### config.mk
export PLATFORM = sky130hd
export DESIGN_NAME = debug_session_status
export DESIGN_NICKNAME = d
export VERILOG_FILES = /design/src/rtl/dbg_status_pkg.sv /design/src/rtl/debug_session_status.sv /design/src/rtl/seq_state_track.sv /design/src/rtl/sticky_bits.sv
export SDC_FILE = /design/constraint.sdc
export NUM_CORES = 1
export LEC_CHECK = 0
export CAP_MARGIN = 15
export CORE_ASPECT_RATIO = 1.1
export CORE_UTILIZATION = 45
export CTS_BUF_LIST = sky130_fd_sc_hd__clkbuf_16
export DETAILED_ROUTE_END_ITERATION = 7
export DONT_BUFFER_PORTS = 1
export PLACE_DENSITY = 0.71
export SYNTH_ARGS = -nofsm -noshare
export SYNTH_HDL_FRONTEND = slang
export SYNTH_SLANG_ARGS = --single-unit
### constraint.sdc
create_clock -name clk_sys_in -period 2.98 [get_ports clk_sys_in]
set_input_delay 0.149 -clock clk_sys_in [delete_from_list [all_inputs] [get_ports clk_sys_in]]
set_output_delay 0.149 -clock clk_sys_in [all_outputs]
set_load 0.01 [all_outputs]
### src/rtl/dbg_status_pkg.sv
// Package of constants and carrier types for the debug status block.
package dbg_status_pkg;

    // Width of the APB address seen by this block.
    localparam int unsigned ADDR_W = 12;

    // Register indices; byte address is four times the index.
    localparam int unsigned IDX_CTRL   = 'h100;
    localparam int unsigned IDX_IRQ_ST = 'h101;
    localparam int unsigned IDX_IRQ_MK = 'h102;
    localparam int unsigned IDX_EVENT  = 'h10a;
    localparam int unsigned IDX_STATUS = 'h10b;

    // Byte addresses derived from the indices.
    localparam logic [ADDR_W-1:0] ADDR_CTRL   = ADDR_W'(IDX_CTRL * 4);
    localparam logic [ADDR_W-1:0] ADDR_IRQ_ST = ADDR_W'(IDX_IRQ_ST * 4);
    localparam logic [ADDR_W-1:0] ADDR_IRQ_MK = ADDR_W'(IDX_IRQ_MK * 4);
    localparam logic [ADDR_W-1:0] ADDR_EVENT  = ADDR_W'(IDX_EVENT * 4);
    localparam logic [ADDR_W-1:0] ADDR_STATUS = ADDR_W'(IDX_STATUS * 4);

    // Field positions in the status register.
    localparam int unsigned TF_BIT   = 7;
    localparam int unsigned PA_BIT   = 4;
    localparam int unsigned SSF_LSB  = 0;
    localparam int unsigned SSF_W    = 3;

    // Field positions in the event flag register.
    localparam int unsigned EEV_BIT  = 4;
    localparam int unsigned HIT_LSB  = 0;
    localparam int unsigned HIT_W    = 4;

    // Session enable bit in the control register.
    localparam int unsigned ARM_BIT  = 0;

    // Interrupt status and mask layout.
    localparam int unsigned IRQ_W        = 4;
    localparam int unsigned IRQ_FULL_BIT = 0;
    localparam int unsigned IRQ_EXT_BIT  = 1;
    localparam int unsigned IRQ_END_BIT  = 2;
    localparam int unsigned IRQ_PROF_BIT = 3;

    // Sequencer state codes as reported to software.
    localparam logic [SSF_W-1:0] SEQ_S0 = 3'h0;
    localparam logic [SSF_W-1:0] SEQ_S1 = 3'h1;
    localparam logic [SSF_W-1:0] SEQ_S2 = 3'h2;
    localparam logic [SSF_W-1:0] SEQ_S3 = 3'h3;

    // Reset values.
    localparam logic [7:0]       REG_RST  = 8'h00;
    localparam logic [31:0]      RDATA_RST = 32'h0000_0000;

    // Default trace depth in lines; counter is seven bits wide.
    localparam int unsigned TRACE_LINES = 64;
    localparam int unsigned CNT_W       = 7;

    // APB request from the master.
    typedef struct packed {
        logic              psel;
        logic              penable;
        logic              pwrite;
        logic [ADDR_W-1:0] paddr;
        logic [31:0]       pwdata;
        logic [3:0]        pstrb;
    } apb_req_s;

    // APB answer to the master.
    typedef struct packed {
        logic [31:0] prdata;
        logic        pready;
        logic        pslverr;
    } apb_rsp_s;

    // Event inputs from the rest of the debug unit.
    typedef struct packed {
        logic             trace_filled;
        logic             prof_entry;
        logic             prof_done;
        logic             ext_event;
        logic [HIT_W-1:0] cmp_hit;
        logic             seq_step;
        logic [1:0]       seq_state;
        logic             internal_end;
    } dbg_evt_s;

endpackage

### src/rtl/debug_session_status.sv
// Debug session status and event flags with an APB register port.
//
// Function
// - Set external event flag during session.
// - One comparator hit bit per channel.
// - Trace-full flag in status bit 7.
// - Trace full means every line valid.
// - Writing session enable one clears trace-full.
// - Of the resets, only power-on reset clears trace-full.
// - Profiling-active set on first profiling entry.
// - Profiling-active cleared when transmission finishes.
// - State field follows each sequencer transition while armed.
// - Software disarm keeps last state.
// - Internal end clears state field to 000.
// - Arming forces state field to 001.
// - State field is binary state number.
`timescale 1ns/1ps
`default_nettype none
module debug_session_status #(
    parameter int unsigned LINES = dbg_status_pkg::TRACE_LINES
) (
    // Clock and resets.
    input  wire logic                       clk_sys_in,
    input  wire logic                       rst_n_in,
    input  wire logic                       por_n_in,
    // APB slave port.
    input  wire dbg_status_pkg::apb_req_s   apb_req_in,
    output dbg_status_pkg::apb_rsp_s        apb_rsp_out,
    // Events from the rest of the debug unit.
    input  wire dbg_status_pkg::dbg_evt_s   evt_in,
    input  wire logic [6:0]                 trace_line_counter_in,
    // Status towards the debug unit and the system.
    output logic                            armed_out,
    output logic                            arm_pulse_out,
    output logic [6:0]                      valid_lines_out,
    output logic                            irq_out
);
    import dbg_status_pkg::*;

    // Bus decode.
    logic              setup_phase;   // First cycle of a transfer.
    logic              access_phase;  // Second cycle, write commits here.
    logic              wr_commit;     // Write that takes effect now.
    logic              lane0;         // Low byte lane is enabled.
    logic              hit_ctrl;      // Address hits control register.
    logic              hit_irq_st;    // Address hits interrupt status.
    logic              hit_irq_mk;    // Address hits interrupt mask.
    logic              hit_event;     // Address hits event flags.
    logic              hit_status;    // Address hits status register.
    logic              mapped;        // Any register is addressed.

    // Session control.
    logic              armed_q;       // Session enable bit.
    logic              arm_pulse;     // Software wrote a one to enable.
    logic              disarm_sw;     // Software wrote a zero to enable.
    logic              end_int;       // Internal event ended the session.

    // Flags.
    logic              trace_full;    // Trace buffer filled since arming.
    logic              prof_active;   // Profiling transmission running.
    logic [SSF_W-1:0]  seq_field;     // Sequencer state field.
    logic              ext_flag;      // External event seen.
    logic [HIT_W-1:0]  hit_flags;     // Comparator hit bits.
    logic              prof_done_evt; // Profiling stopped this cycle.

    // Interrupt logic.
    logic [IRQ_W-1:0]  irq_set;       // Events that raise status bits.
    logic [IRQ_W-1:0]  irq_clr;       // Write-one-to-clear mask.
    logic [IRQ_W-1:0]  irq_status;    // Sticky interrupt status.
    logic [IRQ_W-1:0]  irq_mask_q;    // Interrupt enable mask.

    // Read path.
    logic [7:0]        status_word;   // Assembled status byte.
    logic [7:0]        event_word;    // Assembled event byte.
    logic [31:0]       rdata_d;       // Read data for the next cycle.
    logic [31:0]       rdata_q;       // Registered read data.
    logic              slverr_q;      // Registered unmapped flag.
    logic [6:0]        valid_lines_q; // Registered valid line count.

    // Phase decode: the slave never inserts wait states.
    always_comb begin
        setup_phase  = apb_req_in.psel && !apb_req_in.penable;
        access_phase = apb_req_in.psel && apb_req_in.penable;
        lane0        = apb_req_in.pstrb[0];
    end

    // Address decode on the full byte address, misaligned is unmapped.
    always_comb begin
        hit_ctrl   = (apb_req_in.paddr == ADDR_CTRL);
        hit_irq_st = (apb_req_in.paddr == ADDR_IRQ_ST);
        hit_irq_mk = (apb_req_in.paddr == ADDR_IRQ_MK);
        hit_event  = (apb_req_in.paddr == ADDR_EVENT);
        hit_status = (apb_req_in.paddr == ADDR_STATUS);
        mapped     = hit_ctrl || hit_irq_st || hit_irq_mk ||
                     hit_event || hit_status;
    end

    // A write commits only in the access cycle of a mapped address.
    always_comb begin
        wr_commit = access_phase && apb_req_in.pwrite && mapped;
    end

    // Software strobes into the session control.
    always_comb begin
        arm_pulse = wr_commit && hit_ctrl && lane0 &&
                    apb_req_in.pwdata[ARM_BIT];
        disarm_sw = wr_commit && hit_ctrl && lane0 &&
                    !apb_req_in.pwdata[ARM_BIT];
        end_int   = evt_in.internal_end && armed_q;
    end

    // Session enable: software write wins over an internal end.
    always_ff @(posedge clk_sys_in) begin
        if (!rst_n_in) begin
            armed_q <= 1'b0;
        end else if (arm_pulse) begin
            armed_q <= 1'b1;
        end else if (disarm_sw || end_int) begin
            armed_q <= 1'b0;
        end
    end

    // Trace-full flag lives on the power-on reset only, so that other
    // system resets keep the evidence of a filled buffer.
    // Full flag set; cleared by arming; POR only.
    sticky_bits #(
        .W (1)
    ) u_trace_full (
        .clk_sys_in (clk_sys_in),
        .rst_n_in   (por_n_in),
        .set_in     (evt_in.trace_filled && armed_q),
        .clr_in     (arm_pulse),
        .flags_out  (trace_full)
    );

    // Profiling flag follows the transmission, a late done loses to a
    // fresh entry in the same cycle.
    // Set on first entry; cleared at transmission end.
    sticky_bits #(
        .W (1)
    ) u_prof_active (
        .clk_sys_in (clk_sys_in),
        .rst_n_in   (rst_n_in),
        .set_in     (evt_in.prof_entry),
        .clr_in     (evt_in.prof_done),
        .flags_out  (prof_active)
    );

    // Event flags collect during a session and restart on arming.
    // External event; one bit per comparator.
    sticky_bits #(
        .W (HIT_W + 1)
    ) u_event_flags (
        .clk_sys_in (clk_sys_in),
        .rst_n_in   (rst_n_in),
        .set_in     ({evt_in.ext_event, evt_in.cmp_hit} &
                     {(HIT_W + 1){armed_q}}),
        .clr_in     ({(HIT_W + 1){arm_pulse}}),
        .flags_out  ({ext_flag, hit_flags})
    );

    // Sequencer state field tracker.
    seq_state_track u_seq (
        .clk_sys_in      (clk_sys_in),
        .rst_n_in        (rst_n_in),
        .arm_in          (arm_pulse),
        .armed_in        (armed_q),
        .internal_end_in (evt_in.internal_end),
        .step_in         (evt_in.seq_step),
        .state_in        (evt_in.seq_state),
        .field_out       (seq_field)
    );

    // Profiling end is seen as the done strobe while it was running.
    always_comb begin
        prof_done_evt = evt_in.prof_done && prof_active;
    end

    // Interrupt sources and their write-one-to-clear strobes.
    always_comb begin
        irq_set               = '0;
        irq_set[IRQ_FULL_BIT] = evt_in.trace_filled && armed_q;
        irq_set[IRQ_EXT_BIT]  = evt_in.ext_event && armed_q;
        irq_set[IRQ_END_BIT]  = end_int;
        irq_set[IRQ_PROF_BIT] = prof_done_evt;
        irq_clr = '0;
        if (wr_commit && hit_irq_st && lane0) begin
            irq_clr = apb_req_in.pwdata[IRQ_W-1:0];
        end
    end

    // Sticky interrupt status, set wins over a software clear.
    sticky_bits #(
        .W (IRQ_W)
    ) u_irq_status (
        .clk_sys_in (clk_sys_in),
        .rst_n_in   (rst_n_in),
        .set_in     (irq_set),
        .clr_in     (irq_clr),
        .flags_out  (irq_status)
    );

    // Interrupt mask register.
    always_ff @(posedge clk_sys_in) begin
        if (!rst_n_in) begin
            irq_mask_q <= '0;
        end else if (wr_commit && hit_irq_mk && lane0) begin
            irq_mask_q <= apb_req_in.pwdata[IRQ_W-1:0];
        end
    end

    // Level interrupt while any unmasked status bit stands.
    assign irq_out = |(irq_status & irq_mask_q);

    // Valid line count: a full buffer makes the counter irrelevant.
    always_ff @(posedge clk_sys_in) begin
        if (!rst_n_in) begin
            valid_lines_q <= '0;
        end else if (trace_full) begin
            valid_lines_q <= CNT_W'(LINES);
        end else begin
            valid_lines_q <= trace_line_counter_in;
        end
    end

    // Status and event bytes, unused positions tied low.
    always_comb begin
        status_word = REG_RST;
        status_word[TF_BIT] = trace_full;
        status_word[PA_BIT] = prof_active;
        status_word[SSF_LSB +: SSF_W] = seq_field;
        event_word = REG_RST;
        event_word[EEV_BIT] = ext_flag;
        event_word[HIT_LSB +: HIT_W] = hit_flags;
    end

    // Read multiplexer; status and event registers have no write path
    // at all, and reading them changes nothing.
    always_comb begin
        rdata_d = RDATA_RST;
        if (hit_ctrl) begin
            rdata_d[ARM_BIT] = armed_q;
        end else if (hit_irq_st) begin
            rdata_d[IRQ_W-1:0] = irq_status;
        end else if (hit_irq_mk) begin
            rdata_d[IRQ_W-1:0] = irq_mask_q;
        end else if (hit_event) begin
            rdata_d[7:0] = event_word;
        end else if (hit_status) begin
            rdata_d[7:0] = status_word;
        end
    end

    // Read data and error are captured in the setup cycle so they come
    // from flip-flops yet are ready in the access cycle with no wait.
    always_ff @(posedge clk_sys_in) begin
        if (!rst_n_in) begin
            rdata_q  <= RDATA_RST;
            slverr_q <= 1'b0;
        end else if (setup_phase) begin
            rdata_q  <= apb_req_in.pwrite ? RDATA_RST : rdata_d;
            slverr_q <= !mapped;
        end
    end

    // Answer: ready in every access cycle, error only for unmapped.
    always_comb begin
        apb_rsp_out.prdata  = rdata_q;
        apb_rsp_out.pready  = 1'b1;
        apb_rsp_out.pslverr = access_phase && slverr_q;
    end

    // Session outputs to the rest of the debug unit.
    assign armed_out       = armed_q;
    assign arm_pulse_out   = arm_pulse;
    assign valid_lines_out = valid_lines_q;

endmodule
`default_nettype wire

### src/rtl/seq_state_track.sv
// Tracker of the sequencer state field shown to software.
`timescale 1ns/1ps
`default_nettype none
module seq_state_track (
    // Clock and synchronous active-low reset.
    input  wire logic       clk_sys_in,
    input  wire logic       rst_n_in,
    // Session control.
    input  wire logic       arm_in,
    input  wire logic       armed_in,
    input  wire logic       internal_end_in,
    // State transitions reported by the sequencer.
    input  wire logic       step_in,
    input  wire logic [1:0] state_in,
    // Field value.
    output logic      [2:0] field_out
);
    import dbg_status_pkg::*;

    logic [SSF_W-1:0] field_q;  // Last state reached.

    // Arming beats an internal end, which beats a plain transition.
    always_ff @(posedge clk_sys_in) begin
        if (!rst_n_in) begin
            field_q <= SEQ_S0;
        end else if (arm_in) begin
            field_q <= SEQ_S1;
        end else if (internal_end_in && armed_in) begin
            field_q <= SEQ_S0;
        end else if (step_in && armed_in) begin
            field_q <= {1'b0, state_in};
        end
        // Software disarm leaves the field untouched.
    end

    assign field_out = field_q;

endmodule
`default_nettype wire

### src/rtl/sticky_bits.sv
// Bank of sticky flags where a set always beats a clear.
`timescale 1ns/1ps
`default_nettype none
module sticky_bits #(
    parameter int unsigned W = 1
) (
    // Clock and synchronous active-low reset.
    input  wire logic         clk_sys_in,
    input  wire logic         rst_n_in,
    // Per-bit set and clear requests.
    input  wire logic [W-1:0] set_in,
    input  wire logic [W-1:0] clr_in,
    // Current flag values.
    output logic      [W-1:0] flags_out
);

    logic [W-1:0] flags_q;  // Flag storage.
    logic [W-1:0] flags_d;  // Next flag value.

    // Set is ORed after the clear so a coincident event is never lost.
    always_comb begin
        flags_d = set_in | (flags_q & ~clr_in);
    end

    // The reset wired to this bank drops every flag to zero.
    always_ff @(posedge clk_sys_in) begin
        if (!rst_n_in) begin
            flags_q <= '0;
        end else begin
            flags_q <= flags_d;
        end
    end

    assign flags_out = flags_q;

endmodule
`default_nettype wire

==> summary.txt <==
Yosys
  – Mux contribution to synthesized area: 0.0558
  – Synth cell types: 38
  – Syn avg cell area: a little under 9 µm²
  – Ys flop type: dfxtp_1
  – FF+latch count, synth: 32
  – Mapped Cells: roughly 190
  – Compound-Gate Fraction of Synth Area: 0.169
  – Largest family of logic cells by synthesized area: simple AND/OR/NAND/NOR gates
  – Ys async rst share: 0
  – Synthesized cell area: around 1700 µm²
  – Seq/Total Area, Yosys: 0.376
  – Count leader, synth: dfxtp_1
  – Fraction of the mapped netlist area in adder cells: 0
  – Syn. warnings: 0
  – Top post-synthesis cells by area: dfxtp_1, buf_4, nand2_1, and2_1, o21ai_0
  – Synth Area in Simple Gates: 0.251
  – Commonest cells in the netlist: dfxtp_1, buf_4, nand2_1, o21ai_0, and2_1
  – Xor/xnor cell area share of the yosys netlist: 0
  – Area leader, netlist: dfxtp_1
  – Area share of the largest cell type after synthesis: 0.376
  – Post-synth EDFFs: 0

CTS
  – Clock tree buffer depth: 2
  – CTS Sinks: 32
  – Clock slew seen by the registers of the worst setup and hold paths: approximately 0.050 ns
  – Num CTS Buffers: 5
  – Max H-tree Level: 2
  – # Post-CTS Setup Buffers: 0
  – Worst-skew pair later-pin latency: 0.27 ns
  – CTS tree: done
  – Root buffer cell: clkbuf_16

Job
  – Total of max-cap violations: 0

Detailed routing
  – Post-route antenna net violation count: 0
  – Vias per inst: 5.31
  – DRC viols: 0
  – TritonRoute pass-1 iters: 6
  – DR vias: around 1300
  – DRT iter0 DRCs: 35
  – Total detailed-routing wirelength: 3690 µm
  – Wirelength per Cell: roughly 15 µm

GRT
  – Vias in the first global route: between 1000 and 1500
  – Pin count of the biggest net entering global routing: 35
  – Antenna violations before repair: 0
  – All-Layer GR Usage: 0.193
  – First-pass GRT wire length: about 5600 µm
  – Global route overflow: 0

STA
  – Worst-Margin Slew: roughly 0.63 ns
  – RSZ-0062 raised after global routing: false
  – Fin Setup TNS: 0 ns
  – WHS: approximately 0.0043 ns
  – Final Hold Viols: 0
  – Final worst-path cycle share: 0.566
  – Max-slew violation count: 0
  – Slew margin rel.: 0.577
  – Final WS setup: 1.29 ns
  – Max frequency: 593 MHz
  – Fin crit period: between 1.5 and 2 ns
  – Setup Viol. Count Final: 0
  – Clk_skew: 0.00257 ns

Setup path
  – Worst R2R Setup Slack: 1.60 ns
  – Reg2Reg Capture Point: u_seq.field_out[0]$_SDFFE_PN0P_
  – Critical Path AT: roughly 1.5 ns
  – Setup Crit Path Kind: in2out
  – Crit. End Element: output pin
  – Crit-path max FO: 10
  – Data required, critical path: roughly 2.8 ns
  – FF-to-FF path depth: 3
  – FF-to-FF Start: armed_out$_SDFFE_PN0P_
  – Startpoint Class: primary input

Floorplan
  – IO Count: ~120
  – Core area: about 3600 µm²
  – Die area: 4040 µm²
  – Die span in x: 60.7 µm
  – Starting Density: 0.470
  – Rows: 23
  – Die H: 66.6 µm

Finish
  – Ant diodes: 0
  – Nets: 273
  – Share of cells above drive strength 1: 0.0945
  – Area delta synth->final: 10.8%
  – Final cell count without fillers: approximately 250
  – Final core utilization: 0.521

Placed design
  – Port Buffers: 0
  – DP Worst Slack: 1.14 ns
  – HPWL Detailed: roughly 2700 µm
  – Routability cong.: 0.843
  – Placed Instances: approximately 230

Power
  – Leak pwr: between 0.7 and 0.8 nW
  – Pwr dens: 565 nW/µm²
  – Worst vdd ir: 0.000324 V

Hold path
  – Hold Path End: u_irq_status.flags_out[0]$_SDFF_PN0_
  – Worst Hold Launch: apb_req_in[4]
  – Hold crit path type: in2reg
  – Hold-critical path depth: 1

Outcome
  – Run status: finished, final reports clean
critical path: stages:
cell,delay (ns)
nor3_1,0.52
and3_1,0.39
and3_1,0.47
cells by family after synthesis:
family          after synthesis
simple gates                 73
compound gates               41
flops                        32
other cells                   2
buf+inv                      37
mux                           9
registers in the layout, summed over array words and instances (netlist names):
signal	count
valid_lines_out	7
u_irq_status.flags_out	4
slverr_q	1
irq_mask_q	4
u_trace_full.flags_out	1
armed_out	1
rdata_q	6
u_seq.field_out	2
u_event_flags.flags_out	5
u_prof_active.flags_out	1
metal layers:
metal	up-vias	wire, µm	GRT usage
met1	626	1480	0.223
met2	59	1890	0.323
met3	6	283	0.0874
met4	0	40	0.0426
li1	643	-	-
met5	-	0	0
timing repair:
item	in CTS	in global routing
hold buffers	11	0
endpoints found under the setup margin	0	0
hold endpoints to repair	11	0
gates resized for setup	0	0
power breakdown:
| part | internal, mW | leakage [nW] | switching, mW |
|---|---|---|---|
| Clock | 0.388 | 0.0789 | 0.178 |
| Combinational | 0.0260 | 0.422 | 0.0327 |
| Sequential | 0.436 | 0.260 | 0.00611 |
stage by stage:
stage	area, µm²	power, mW
global placement	1620	0.496
floorplan	1800	0.527
global route	1890	1.10
finish	1890	1.07
CTS	1890	1.07
detailed placement	1620	0.497
placed cells by master (no fill, tap or decap), types with 4 or more instances in the layout:
master | synthesis | final
nand2b_1 | 4 | 4
nor2b_1 | 4 | 4
conb_1 | 2 | 27
dfxtp_1 | 32 | 32
nand2_1 | 25 | 25
mux2_2 | 4 | 4
dlygate4sd3_1 | 0 | 11
nand3_1 | 8 | 8
o21a_1 | 4 | 4
and3_1 | 4 | 4
mux2i_1 | 5 | 5
clkbuf_16 | 0 | 5
o21ai_0 | 11 | 11
and2_1 | 10 | 10
layout make-up:
class                      instances  area [µm²]
fill                             360        1740
sequential                        32         641
timing repair buffer              11         110
clock inverter                     3        37.5
multi-input combinational        150         913
clock buffer                       5         125
tap                               50        62.6
how the worst max path moves through the flow:
| stage | cells after the start | end | slack, ns | startpoint |
|---|---|---|---|---|
| floorplan | 5 | u_event_flags.flags_out[0]$_SDFF_PN0_ | 1.51 | apb_req_in[45] |
| global placement | 4 | u_event_flags.flags_out[3]$_SDFF_PN0_ | 1.17 | apb_req_in[40] |
| detailed placement | 4 | u_event_flags.flags_out[1]$_SDFF_PN0_ | 1.14 | apb_req_in[45] |
| CTS | 3 | arm_pulse_out | 1.29 | apb_req_in[45] |
| global route | 3 | arm_pulse_out | 1.18 | apb_req_in[40] |
| finish | 3 | arm_pulse_out | 1.29 | apb_req_in[40] |
Note: power is estimated with default switching activity, not from simulation.
